--- src/rtl/psram_seq_pkg.sv ---
// shared constants and types for the power-up / hardware-reset sequencer
package psram_seq_pkg;
    localparam int unsigned CLK_MHZ = 250;
    // power_up_init_time, longest figure in microseconds
    localparam int unsigned POWER_UP_INIT_TIME_US = 150;
    localparam int unsigned POWER_UP_INIT_CYC = POWER_UP_INIT_TIME_US * CLK_MHZ;
    // restore_pulse_width and restore_to_select_delay in ns (host side figures)
    localparam int unsigned RESTORE_PULSE_WIDTH_NS = 200;
    localparam int unsigned RESTORE_TO_SELECT_DELAY_NS = 400;
    localparam int unsigned RESTORE_PULSE_CYC = (RESTORE_PULSE_WIDTH_NS * CLK_MHZ + 999) / 1000;
    localparam int unsigned RESTORE_SELECT_CYC =
        (RESTORE_TO_SELECT_DELAY_NS * CLK_MHZ + 999) / 1000;
    localparam int unsigned ROW_W = 13;
    localparam logic [ROW_W-1:0] ROW_RESET = 13'h0000;
    localparam int unsigned CFG_W = 16;
    localparam logic [CFG_W-1:0] CFG0_RESET = 16'h8f1f;
    localparam logic [CFG_W-1:0] CFG1_RESET = 16'h0002;

    typedef enum logic [1:0] {
        ST_RESET,
        ST_INIT,
        ST_READY
    } seq_state_t;

    typedef struct packed {
        logic ready;
        logic refresh_en;
        logic array_valid;
        logic bus_enable;
    } seq_status_t;

    typedef struct packed {
        logic [CFG_W-1:0] cfg0;
        logic [CFG_W-1:0] cfg1;
    } cfg_regs_t;
endpackage

--- src/rtl/psram_powerup_reset_seq.sv ---
// power-up initialization and hardware reset sequencing of the memory core
// Function
// - a restore held low at power-up postpones the init interval until it goes high.
// - during init the device refreshes its array and is ready once init completes.
// - restore low returns the device to standby from any state.
// - a hardware reset restores all configuration registers to their defaults.
// - while restore is low self-refresh stops and array data is invalid.
// - a hardware reset exits hybrid sleep and deep power down.
// - when restore returns high self-refresh resumes with the row counter at default.
`timescale 1ns/1ps
module psram_powerup_reset_seq
    import psram_seq_pkg::*;
#(
    parameter int unsigned INIT_CYCLES = POWER_UP_INIT_CYC,
    parameter int unsigned ROWS = 8192
)
(
    input wire logic clk_i,
    input wire logic rst_n_i,
    input wire logic supply_valid_i,
    input wire logic hardware_restore_n_i,
    input wire logic device_select_n_i,
    input wire logic refresh_tick_i,
    input wire logic cfg_we_i,
    input wire logic cfg_sel_i,
    input wire logic [CFG_W-1:0] cfg_wdata_i,
    input wire logic sleep_req_i,
    input wire logic dpd_req_i,
    output logic select_n_o,
    output logic io_allow_o,
    output logic refresh_req_o,
    output logic [ROW_W-1:0] refresh_row_o,
    output seq_status_t status_o,
    output cfg_regs_t cfg_o,
    output logic hybrid_sleep_o,
    output logic deep_pd_o
);
    // pins from outside the clock domain, two flops each
    logic [2:0] sync1_q;
    logic [2:0] sync2_q;
    always_ff @(posedge clk_i)
    begin
        if (!rst_n_i)
        begin
            sync1_q <= 3'h1;
            sync2_q <= 3'h1;
        end
        else
        begin
            sync1_q <= {supply_valid_i, hardware_restore_n_i, device_select_n_i};
            sync2_q <= sync1_q;
        end
    end
    logic supply_ok;
    logic restore_n;
    logic sel_n;
    assign supply_ok = sync2_q[2];
    assign restore_n = sync2_q[1];
    assign sel_n = sync2_q[0];

    // reset stays in force while supply is invalid or restore is low
    logic hold_reset;
    assign hold_reset = !supply_ok || !restore_n;

    seq_state_t state_q;
    logic [31:0] init_cnt_q;
    logic init_done;
    assign init_done = (init_cnt_q == INIT_CYCLES - 1);

    always_ff @(posedge clk_i)
    begin
        if (!rst_n_i)
            state_q <= ST_RESET;
        else if (hold_reset)
            state_q <= ST_RESET;
        else
        begin
            unique case (state_q)
                ST_RESET: state_q <= ST_INIT;
                ST_INIT: if (init_done) state_q <= ST_READY;
                ST_READY: state_q <= ST_READY;
            endcase
        end
    end

    always_ff @(posedge clk_i)
    begin
        if (!rst_n_i || hold_reset || state_q != ST_INIT)
            init_cnt_q <= 32'h0;
        else if (!init_done)
            init_cnt_q <= init_cnt_q + 32'h1;
    end

    // configuration registers fall back to defaults on any hardware reset
    cfg_regs_t cfg_q;
    always_ff @(posedge clk_i)
    begin
        if (!rst_n_i || hold_reset)
        begin
            cfg_q.cfg0 <= CFG0_RESET;
            cfg_q.cfg1 <= CFG1_RESET;
        end
        else if (cfg_we_i && state_q == ST_READY)
        begin
            if (cfg_sel_i)
                cfg_q.cfg1 <= cfg_wdata_i;
            else
                cfg_q.cfg0 <= cfg_wdata_i;
        end
    end
    assign cfg_o = cfg_q;

    // low-power states; deep power down also halts refresh
    logic sleep_q;
    logic dpd_q;
    always_ff @(posedge clk_i)
    begin
        if (!rst_n_i || hold_reset)
        begin
            sleep_q <= 1'b0;
            dpd_q <= 1'b0;
        end
        else if (state_q == ST_READY)
        begin
            if (sleep_req_i)
                sleep_q <= 1'b1;
            if (dpd_req_i)
                dpd_q <= 1'b1;
            // leaving a low-power state is by hardware reset only here
        end
    end
    assign hybrid_sleep_o = sleep_q;
    assign deep_pd_o = dpd_q;

    // refresh walks rows; in init every cycle refreshes to sweep the array fast
    logic refresh_run;
    assign refresh_run = (state_q == ST_INIT) || (state_q == ST_READY && !dpd_q);
    logic [ROW_W-1:0] row_q;
    logic refresh_q;
    logic refresh_d;
    assign refresh_d = refresh_run && (state_q == ST_INIT || refresh_tick_i);
    always_ff @(posedge clk_i)
    begin
        if (!rst_n_i || hold_reset)
        begin
            row_q <= ROW_RESET;
            refresh_q <= 1'b0;
        end
        else
        begin
            refresh_q <= refresh_d;
            if (refresh_d)
                row_q <= (row_q == ROW_W'(ROWS - 1)) ? ROW_RESET : row_q + 1'b1;
        end
    end
    assign refresh_req_o = refresh_q;
    assign refresh_row_o = row_q;

    // array valid only after a full init pass following a reset
    logic valid_q;
    always_ff @(posedge clk_i)
    begin
        if (!rst_n_i || hold_reset)
            valid_q <= 1'b0;
        else if (state_q == ST_INIT && init_done)
            valid_q <= 1'b1;
    end

    logic bus_en;
    assign bus_en = (state_q == ST_READY) && !dpd_q;
    // select is masked so the bus engine never starts a transfer too early
    assign select_n_o = bus_en ? sel_n : 1'b1;
    assign io_allow_o = bus_en;

    assign status_o.ready = (state_q == ST_READY);
    assign status_o.refresh_en = refresh_run;
    assign status_o.array_valid = valid_q;
    assign status_o.bus_enable = bus_en;

    chk_init_to_ready: assert property (@(posedge clk_i) disable iff (!rst_n_i)
        (state_q == ST_INIT && init_done && !hold_reset) |=> status_o.ready)
        else $error("init end did not reach ready");
    chk_reset_standby: assert property (@(posedge clk_i) disable iff (!rst_n_i)
        hold_reset |=> (state_q == ST_RESET && !status_o.ready))
        else $error("restore low did not force standby");
    chk_cfg_default: assert property (@(posedge clk_i) disable iff (!rst_n_i)
        hold_reset |=> (cfg_o.cfg0 == CFG0_RESET && cfg_o.cfg1 == CFG1_RESET))
        else $error("config not at default after reset");
    chk_refresh_halt: assert property (@(posedge clk_i) disable iff (!rst_n_i)
        hold_reset |=> (!refresh_req_o && !status_o.array_valid))
        else $error("refresh ran during restore low");
    chk_lowpower_exit: assert property (@(posedge clk_i) disable iff (!rst_n_i)
        hold_reset |=> (!hybrid_sleep_o && !deep_pd_o))
        else $error("low power state survived reset");
    chk_row_restart: assert property (@(posedge clk_i) disable iff (!rst_n_i)
        ($past(hold_reset) && !hold_reset) |-> refresh_row_o == ROW_RESET)
        else $error("row counter not restarted");
    chk_select_masked: assert property (@(posedge clk_i) disable iff (!rst_n_i)
        (state_q != ST_READY) |-> (select_n_o && !io_allow_o))
        else $error("select passed during init or reset");
    chk_init_delay: assert property (@(posedge clk_i) disable iff (!rst_n_i)
        (state_q == ST_RESET && !hold_reset) ##1 !hold_reset |=> (state_q == ST_INIT))
        else $error("init interval cut short");
    chk_refresh_tick: assert property (@(posedge clk_i) disable iff (!rst_n_i)
        (status_o.ready && !deep_pd_o && !hold_reset && refresh_tick_i) |=> refresh_req_o)
        else $error("refresh tick not served in ready");

    // cycles since the reset condition last stood; saturates so it never wraps to zero
    logic [31:0] since_rst_q;
    always_ff @(posedge clk_i)
    begin
        if (!rst_n_i || hold_reset)
            since_rst_q <= 32'h0;
        else if (since_rst_q != 32'hffff_ffff)
            since_rst_q <= since_rst_q + 32'h1;
    end
    // one cycle to leave standby, then the full init interval
    chk_init_length: assert property (@(posedge clk_i) disable iff (!rst_n_i)
        $rose(status_o.ready) |-> (since_rst_q == INIT_CYCLES + 1))
        else $error("ready not one init interval after reset");
endmodule // psram_powerup_reset_seq

--- config.mk ---
export PLATFORM = sky130hd
export DESIGN_NAME = psram_powerup_reset_seq
export DESIGN_NICKNAME = d
export VERILOG_FILES = /design/src/rtl/psram_seq_pkg.sv /design/src/rtl/psram_powerup_reset_seq.sv
export SDC_FILE = /design/constraint.sdc
export NUM_CORES = 1
export LEC_CHECK = 0
export ABC_AREA = 1
export BUFFER_PORTS_ARGS = -buffer_cell sky130_fd_sc_hd__buf_4
export CORE_UTILIZATION = 50
export DETAILED_ROUTE_END_ITERATION = 10
export PLACE_DENSITY = 0.7
export SYNTH_ARGS = -nofsm -noshare
export SYNTH_HDL_FRONTEND = slang
export SYNTH_SLANG_ARGS = --single-unit
--- constraint.sdc ---
create_clock -name clk_i -period 2.8 [get_ports clk_i]
set_input_delay 0.56 -clock clk_i [delete_from_list [all_inputs] [get_ports clk_i]]
set_output_delay 0.56 -clock clk_i [all_outputs]
set_load 0.02 [all_outputs]
# Yosys cells after proc, flatten, opt, wreduce, memory -nomap -nowiden
# Index checks and enable logic that the tools add are counted.
dict set report word_totals {
  ff_bits 89
  input_bits 26
  output_inout_bits 54
  wordCells 44
}
dict set report classes {
  add_sub_neg 2
  n_eq_ne 6
  mux 4
  bitwise 2
  reduce_logical 19
}
# op count
set op_table {}
lappend op_table {{32-bit by 1-bit adder with 32-bit output (second input constant)} 1}
lappend op_table {{32-bit by 16-bit == test with 1-bit output (second input constant)} 1}
lappend op_table {{13-bit by 1-bit adder with 13-bit output (second input constant)} 1}
lappend op_table {{13-bit == test (second input constant)} 1}
lappend op_table {{13-bit 2-to-1 mux} 1}
lappend op_table {{2-bit AND reduction} 4}
lappend op_table {{2-bit one-hot mux with 3 select lines} 1}
lappend op_table {{1-bit logical OR} 5}
lappend op_table {{1-bit logical AND} 4}
lappend op_table {{1-bit zero test} 4}
lappend op_table {{2-bit by 1-bit == test with 1-bit output (second input constant)} 1}
lappend op_table {{2-bit == test (second input constant)} 1}
lappend op_table {{2-bit zero test} 1}
lappend op_table {{2-bit 2-to-1 mux} 1}
lappend op_table {{2-bit by 1-bit inequality test with 1-bit output (second input constant)} 1}
lappend op_table {{2-bit inequality test (second input constant)} 1}
lappend op_table {{1-bit NOT} 2}
lappend op_table {{2-bit OR reduction} 1}
lappend op_table {{1-bit 2-to-1 mux} 1}

# Longest topological paths before layout
# Gate-level depths: netlist of run 1.
dict set report logic_depth {
  depth_word 4
  ltp_mapped 11
  mapped_depth_nobuf 11
}

# Worst setup path after synthesis of run 1
# No wires, ideal clock.
dict set report synth_timing {
  path_type {flip-flop to output port}
  start {register state_q[0]}
  end {output status_o[0] (netlist name)}
  arrival_time_ps 1189
  required_time_ps 2240
  setup_slack_ps 1051
  path_stages_with_launch 6
  path_cell_list {dfxtp_1 inv_1 ha_1 nand2_1 inv_1 buf_4}
}
# element line
set synth_rtl {}
lappend synth_rtl {{start: declaration} psram_powerup_reset_seq.sv:65} ;# seq_state_t state_q;
lappend synth_rtl {{start signal: assignment} psram_powerup_reset_seq.sv:73} ;# state_q <= ST_RESET;
lappend synth_rtl {{start signal: assignment} psram_powerup_reset_seq.sv:75} ;# state_q <= ST_RESET;
lappend synth_rtl {{start signal: assignment} psram_powerup_reset_seq.sv:79} ;# ST_RESET: state_q <= ST_INIT;
lappend synth_rtl {{end: declaration} psram_powerup_reset_seq.sv:33} ;# output seq_status_t status_o,

# Final worst setup path of run 1
dict set report layout_timing {
  start {register state_q[0]}
  end {output select_n_o}
}
dict set report layout_between {
  elab_chain_cells 3
}
# element line
set layout_rtl {}
lappend layout_rtl {{2-bit == test} psram_powerup_reset_seq.sv:170} ;# assign bus_en = (state_q == ST_READY) && !dpd_q;
lappend layout_rtl {{1-bit logical AND} psram_powerup_reset_seq.sv:170}
lappend layout_rtl {{1-bit 2-to-1 mux} psram_powerup_reset_seq.sv:172} ;# assign select_n_o = bus_en ? sel_n : 1'b1;
lappend layout_rtl {{end: declaration} psram_powerup_reset_seq.sv:29} ;# output logic select_n_o,
# Every way passes these cells.

==> results of run 1 <==
==> power by group <==
part / internal, W / switching, W
sequential: 0.00127 / 0.00000127
clock: 0.000350 / 0.000517
combinational: 0.0000242 / 0.0000151
total: 0.00164 / 0.000534
==> sequential cells by signal (all words and copies together) (netlist names), 2 cells and up <==
name and flops:
cfg_o 32, state_q 2, refresh_row_o 13, sync2_q 3, init_cnt_q 32, sync1_q 3
==> final timing paths <==
path | end | cells past startpoint | slack [ps] | startpoint
min reg2reg | sync2_q[2] | 2 | 430 | sync1_q[2]
max reg2reg | valid_q | 7 | 870 | state_q[1]
max | select_n_o | 5 | 610 | state_q[0]
min | sync1_q[0] | 3 | 360 | device_select_n_i
==> cells by family after synthesis <==
| family | count (synthesis) | share of synthesized area (%) |
|---|---|---|
| buf+inv | 79 | 8.15 |
| flops | 89 | 44.8 |
| simple gates | 316 | 35.0 |
| fa+ha+maj | 4 | 1.26 |
| xor+xnor | 3 | 0.661 |
| compound gates | 79 | 10.1 |
==> per-stage QoR <==
stage	utilization [%]	worst slack [ps]	instances	cell area [um^2]	hold slack (ps)
finish	62.5	610	756	4830	364
global route	62.5	503	756	4830	360
CTS	62.5	588	756	4830	350
detailed placement	60.0	712	740	4640	405
global placement	60.0	777	740	4640	399
floorplan	-	1050	570	3980	380
==> worst register-to-register path: cells and delay by family (launching register included) <==
kind,cells,cell delay (ps)
flip-flops,1,370
AO/OA/AOI/OAI,1,200
adder cells (fa/ha/maj),1,210
buffers and inverters,4,930
AND/OR/NAND/NOR,1,70
==> final cells by class <==
cell class,count,area [um^2]
Tap cell,102,128
Clock inverter,7,66.3
Fill cell,727,2900
Multi-Input combinational cell,402,1870
Inverter,65,244
Timing Repair Buffer,82,616
Clock buffer,9,124
Sequential cell,89,1780
==> routing by layer <==
| metal | routed length [um] | global-route usage, % | up-vias |
|---|---|---|---|
| met5 | 0 | 0 | - |
| met4 | 127 | 8.33 | 0 |
| met1 | 4350 | 29.7 | 1760 |
| li1 | - | - | 1975 |
| met2 | 4650 | 42.5 | 96 |
| met3 | 617 | 6.11 | 10 |
==> cell usage in the layout, fill, tap and decap left out, drive strengths merged, types with 2 or more instances in the layout <==
master / synthesis / final
a21oi: 54 / 54
and3: 2 / 2
buf: 11 / 82
clkbuf: 3 / 9
dfxtp: 89 / 89
ha: 4 / 4
inv: 65 / 71
nand2: 163 / 163
nand3: 38 / 38
nand4: 8 / 8
nor2: 80 / 80
nor3: 18 / 18
o21ai: 23 / 23
or2: 6 / 6
xor2: 2 / 2
==> impl_results.md, run 1 <==
- Ant. Diodes: 0
- Sequential share of the synthesized area: 44.8%
- Post-CTS Resized: 0
- Setup bufs post-CTS: 0
- Antenna violations before repair: 0
- Distinct cell type count after synthesis: 31
- CP top delay family: simple AND/OR/NAND/NOR gates
- Total grt overflow: 0
- Max clock buf depth: 2
- Clk_skew: 11.4 ps
- Critical path peak fanout: 7
- Mapped Nets: 600
- P per Cell Area: 451 nW/um^2
- Number of global-route vias before repair: 3,697
- Final WL: 9.75 mm
- Yosys top cell area share: 44.8%
- Fmax achieved: 457 MHz
- Worst path required time: 2240 ps
- Syn Area/Cell: 6.97 um^2
- Critical path's slowest cell: dfxtp_1
- Fraction of registers with async set/reset: 0%
- Root Buffer: clkbuf_8
- Yosys reg bits: 89
- Power Total: 0.00218 W
- Max_cap viols: 0
- Htree depth: 3
- Largest stage delay on the critical path: 340 ps
- Top FF cell, synth: dfxtp_1
- Die X-Extent: 91.2 um
- First-pass GRT wire length: 16.5 mm
- Gr usage total: 24.6%
- I/O pins: 80
- Least-Margin Pin Slew: 789 ps
- Status: completed
- Die H: 91.2 um
- Number of port buffers: 79
- Total CTS buffers: 9
- Routability cong.: 0.859
- Leak: 1.90 nW
- Worst Path Buf+Inv: 2
- RSZ-0062 raised after global routing: false
- TritonCTS clock tree: done
- Hold buffer count at cts: 0
- Row count: 32
- P&R area growth vs syn: 21.5%
- Via count: 3,841
- Final Critical Period: 2190 ps
- Final Max Tran Viols: 0
- Routed len/inst: 12.9 um
- Min-delay worst type: in2reg
- Remaining antenna violation count: 0
- 1st-pass router iterations: 4
- Post-DR vias/cell: 5.08
- Starting density of the core: 51.4%
- Post-synth top cells: nand2_1, dfxtp_1, nor2_1, inv_1, a21oi_1
- Worst EP arrival: 1630 ps
- Area leader, netlist: dfxtp_1
- Type of origin of the critical path: register
- Final TNS setup: 0 ps
- Clock latency on the worst-skew pair: 360 ps
- Yosys warns: 0
- Synth area leaders: dfxtp_1, nand2_1, a21oi_1, nor2_1, inv_1
- Final setup fails: 0
- Worst Setup Path Type: reg2out
- First DRT Iteration DRCs: 156
- Layout cells sized above 1: 20.5%
- Post-layout net count: 679
- Num Clock Sinks: 89
- Drt drc: 0
- CTS clock-pin slew for the worst setup and hold paths: 100 ps
- Slew headroom: 47.3%
- Most common cell in the netlist: nand2_1
- Hold Violations, Final: 0
- Synthesized instance count: 570
- Number of synthesized flops with an enable pin: 0
- Worst Setup End Kind: output port
- Netlist Area Pre-Place: 3980 um^2
- Core area: 7730 um^2
- Crit path cell chain: inv_1, ha_1, nand2_1, or2_2, buf_4
- Die area: 8310 um^2
- HPWL after detailed placement: 7.26 mm
- Peak supply drop: 0.398 mV
- Largest net degree at the start of global routing: 24
- Tcrit/Tclk final: 78.2%
No activity file was read; power rests on OpenSTA's default activity.
==> run 2: changes to the inputs <==
CORE_UTILIZATION = 49   (was 50)
PLACE_DENSITY = 0.71   (was 0.7)
clock period = 1.75 ns   (was 2.8 ns; I/O delays follow)
==> impl_results.md, run 2 (same netlist as run 1, synthesis figures left out) <==
- Core area: 7770 um^2 (+0.52%)
- Die area: 8480 um^2 (+2.0%)
- P&R area growth vs syn: 24.3%
- Layout fillers: 747 (+2.8%)
- Largest net degree at the start of global routing: 20 (-17%)
- Via count: 3,833 (-0.21%)
- Total grt overflow: 0 (unchanged)
- Most common cell on crit path: buf_4
- 1st-pass router iterations: 4 (unchanged)
- Ant. Diodes: 0 (unchanged)
- Worst path required time: 1400 ps (-840 ps)
- Slew headroom: 67.4% (+20 points)
- Peak supply drop: 0.540 mV (+36%)
- Final Max Tran Viols: 0 (unchanged)
- HPWL after detailed placement: 7.29 mm (+0.49%)
- Critical path's slowest cell: dfxtp_2
- Status: completed
- RSZ-0062 raised after global routing: false
- P per Cell Area: 720 nW/um^2 (+60%)
- Die H: 92.1 um (+0.99%)
- Most frequent cells in the layout: nand2_1, dfxtp_1, buf_4
- Total CTS buffers: 9 (unchanged)
- Row count: 32 (unchanged)
- CP top delay family: buffers and inverters
- Worst EP arrival: 1330 ps (-300 ps)
- Post-layout net count: 687 (+1.2%)
- Worst Setup Path Type: reg2out
- Fmax achieved: 596 MHz
- Final TNS setup: 0 ps (unchanged)
- Pre-CTS worst setup slack: 215 ps (-497 ps)
- Max_cap viols: 0 (unchanged)
- Leak: 1.95 nW (+2.3%)
- Routed len/inst: 12.7 um (-1.5%)
- First-pass GRT wire length: 16.9 mm (+2.0%)
- Remaining antenna violation count: 0 (unchanged)
- Worst Path Buf+Inv: 3 (+1)
- Worst Setup End Kind: output port
- Critical path peak fanout: 3 (-4)
- Die X-Extent: 92.1 um (+0.99%)
- Drt drc: 0 (unchanged)
- Final Critical Period: 1680 ps
- Type of origin of the critical path: register
- Layout cells sized above 1: 22.5% (+2.0 points)
- Root Buffer: clkbuf_8
- Most common cell after layout, fill and taps aside: nand2_1
- Final WL: 9.71 mm (-0.41%)
- Post-DR vias/cell: 5.02 (-1.3%)
- First DRT Iteration DRCs: 142 (-9.0%)
- TritonCTS clock tree: done
- Power Total: 0.00356 W (+63%)
- CTS clock-pin slew for the worst setup and hold paths: 90 ps (about the same)
- Tcrit/Tclk final: 95.9%
- Min-delay worst type: in2reg
- Clock latency on the worst-skew pair: 360 ps (about the same)
- Antenna violations before repair: 0 (unchanged)
- Max clock buf depth: 2 (unchanged)
- Hold buffer count at cts: 0 (unchanged)
- Hold Violations, Final: 0 (unchanged)
- Gr usage total: 24.8% (+0.24 points)
- Hold_ws: 147 ps (-217 ps)
- Number of port buffers: 79 (unchanged)
- Util after Layout: 63.6% (+1.1 points)
- Crit path cell chain: buf_4, ha_2, inv_2, nand2_1, buf_4
- Htree depth: 3 (unchanged)
- Routability cong.: 0.916 (+6.7%)
- Starting density of the core: 51.2% (-0.27 points)
- Number of global-route vias before repair: 3,796 (+2.7%)
- Final setup fails: 0 (unchanged)
- Clk_skew: 8.59 ps (-2.85 ps)
- Least-Margin Pin Slew: 489 ps (-301 ps)
- I/O pins: 80 (unchanged)
- Largest stage delay on the critical path: 340 ps (about the same)
- Num Clock Sinks: 89 (unchanged)
- Setup WS post-layout: 71.4 ps (-538 ps)
==> run 2: cell type report <==
type	count	area, um^2	share of cell area [%]
Multi-Input combinational cell	402	1890	38.3
Clock inverter	5	62.6	1.27
Inverter	65	244	4.94
Tap cell	102	128	2.58
Clock buffer	11	141	2.86
Timing Repair Buffer	90	687	13.9
Sequential cell	89	1780	36.1
==> run 2: per-stage QoR <==
| stage | std cells | cell area, um^2 |
|---|---|---|
| 2_1_floorplan | 570 | 3980 |
| 3_3_place_gp | 745 | 4680 |
| 3_5_place_dp | 745 | 4680 |
| 4_1_cts | 764 | 4910 |
| 5_1_grt | 764 | 4940 |
| 6_report | 764 | 4940 |
==> run 2: where the power goes <==
part           internal, W  switching (W)  total (W)  leakage, nW
Combinational    0.0000390      0.0000229  0.0000619         1.13
Clock             0.000710       0.000753    0.00146       0.0966
Sequential         0.00203     0.00000199    0.00203        0.719
==> run 2: tightest hold or removal path: cells and delay by family <==
family | cells | cell delay [ps]
and+or+nand+nor | 1 | 40
buffers and inverters | 2 | 100
==> run 2: repair_timing <==
item | in CTS | in global routing
endpoints found under the hold margin | 0 | 0
setup buffers | 3 | 0
pin swaps | 1 | 0
resized for setup | 6 | 7
setup endpoints to repair | 1 | 8
==> run 2: final timing paths <==
check,startpoint,to,slack (ps),cells after the start
worst max-delay path,state_q[0],status_o[2],70,5
worst min-delay path,device_select_n_i,sync1_q[0],150,3
worst max register to register,refresh_row_o[1],refresh_row_o[8],200,10
worst min register to register,sync1_q[0],sync2_q[0],420,2
==> run 2: routing by layer <==
layer / global-route usage (%) / vias to the layer above / part of all wire [%]
li1: - / 1989 / -
met1: 29.7 / 1716 / 44
met2: 41.0 / 108 / 47
met3: 8.29 / 20 / 7.2
met4: 9.64 / 0 / 2.3
met5: 0 / - / 0
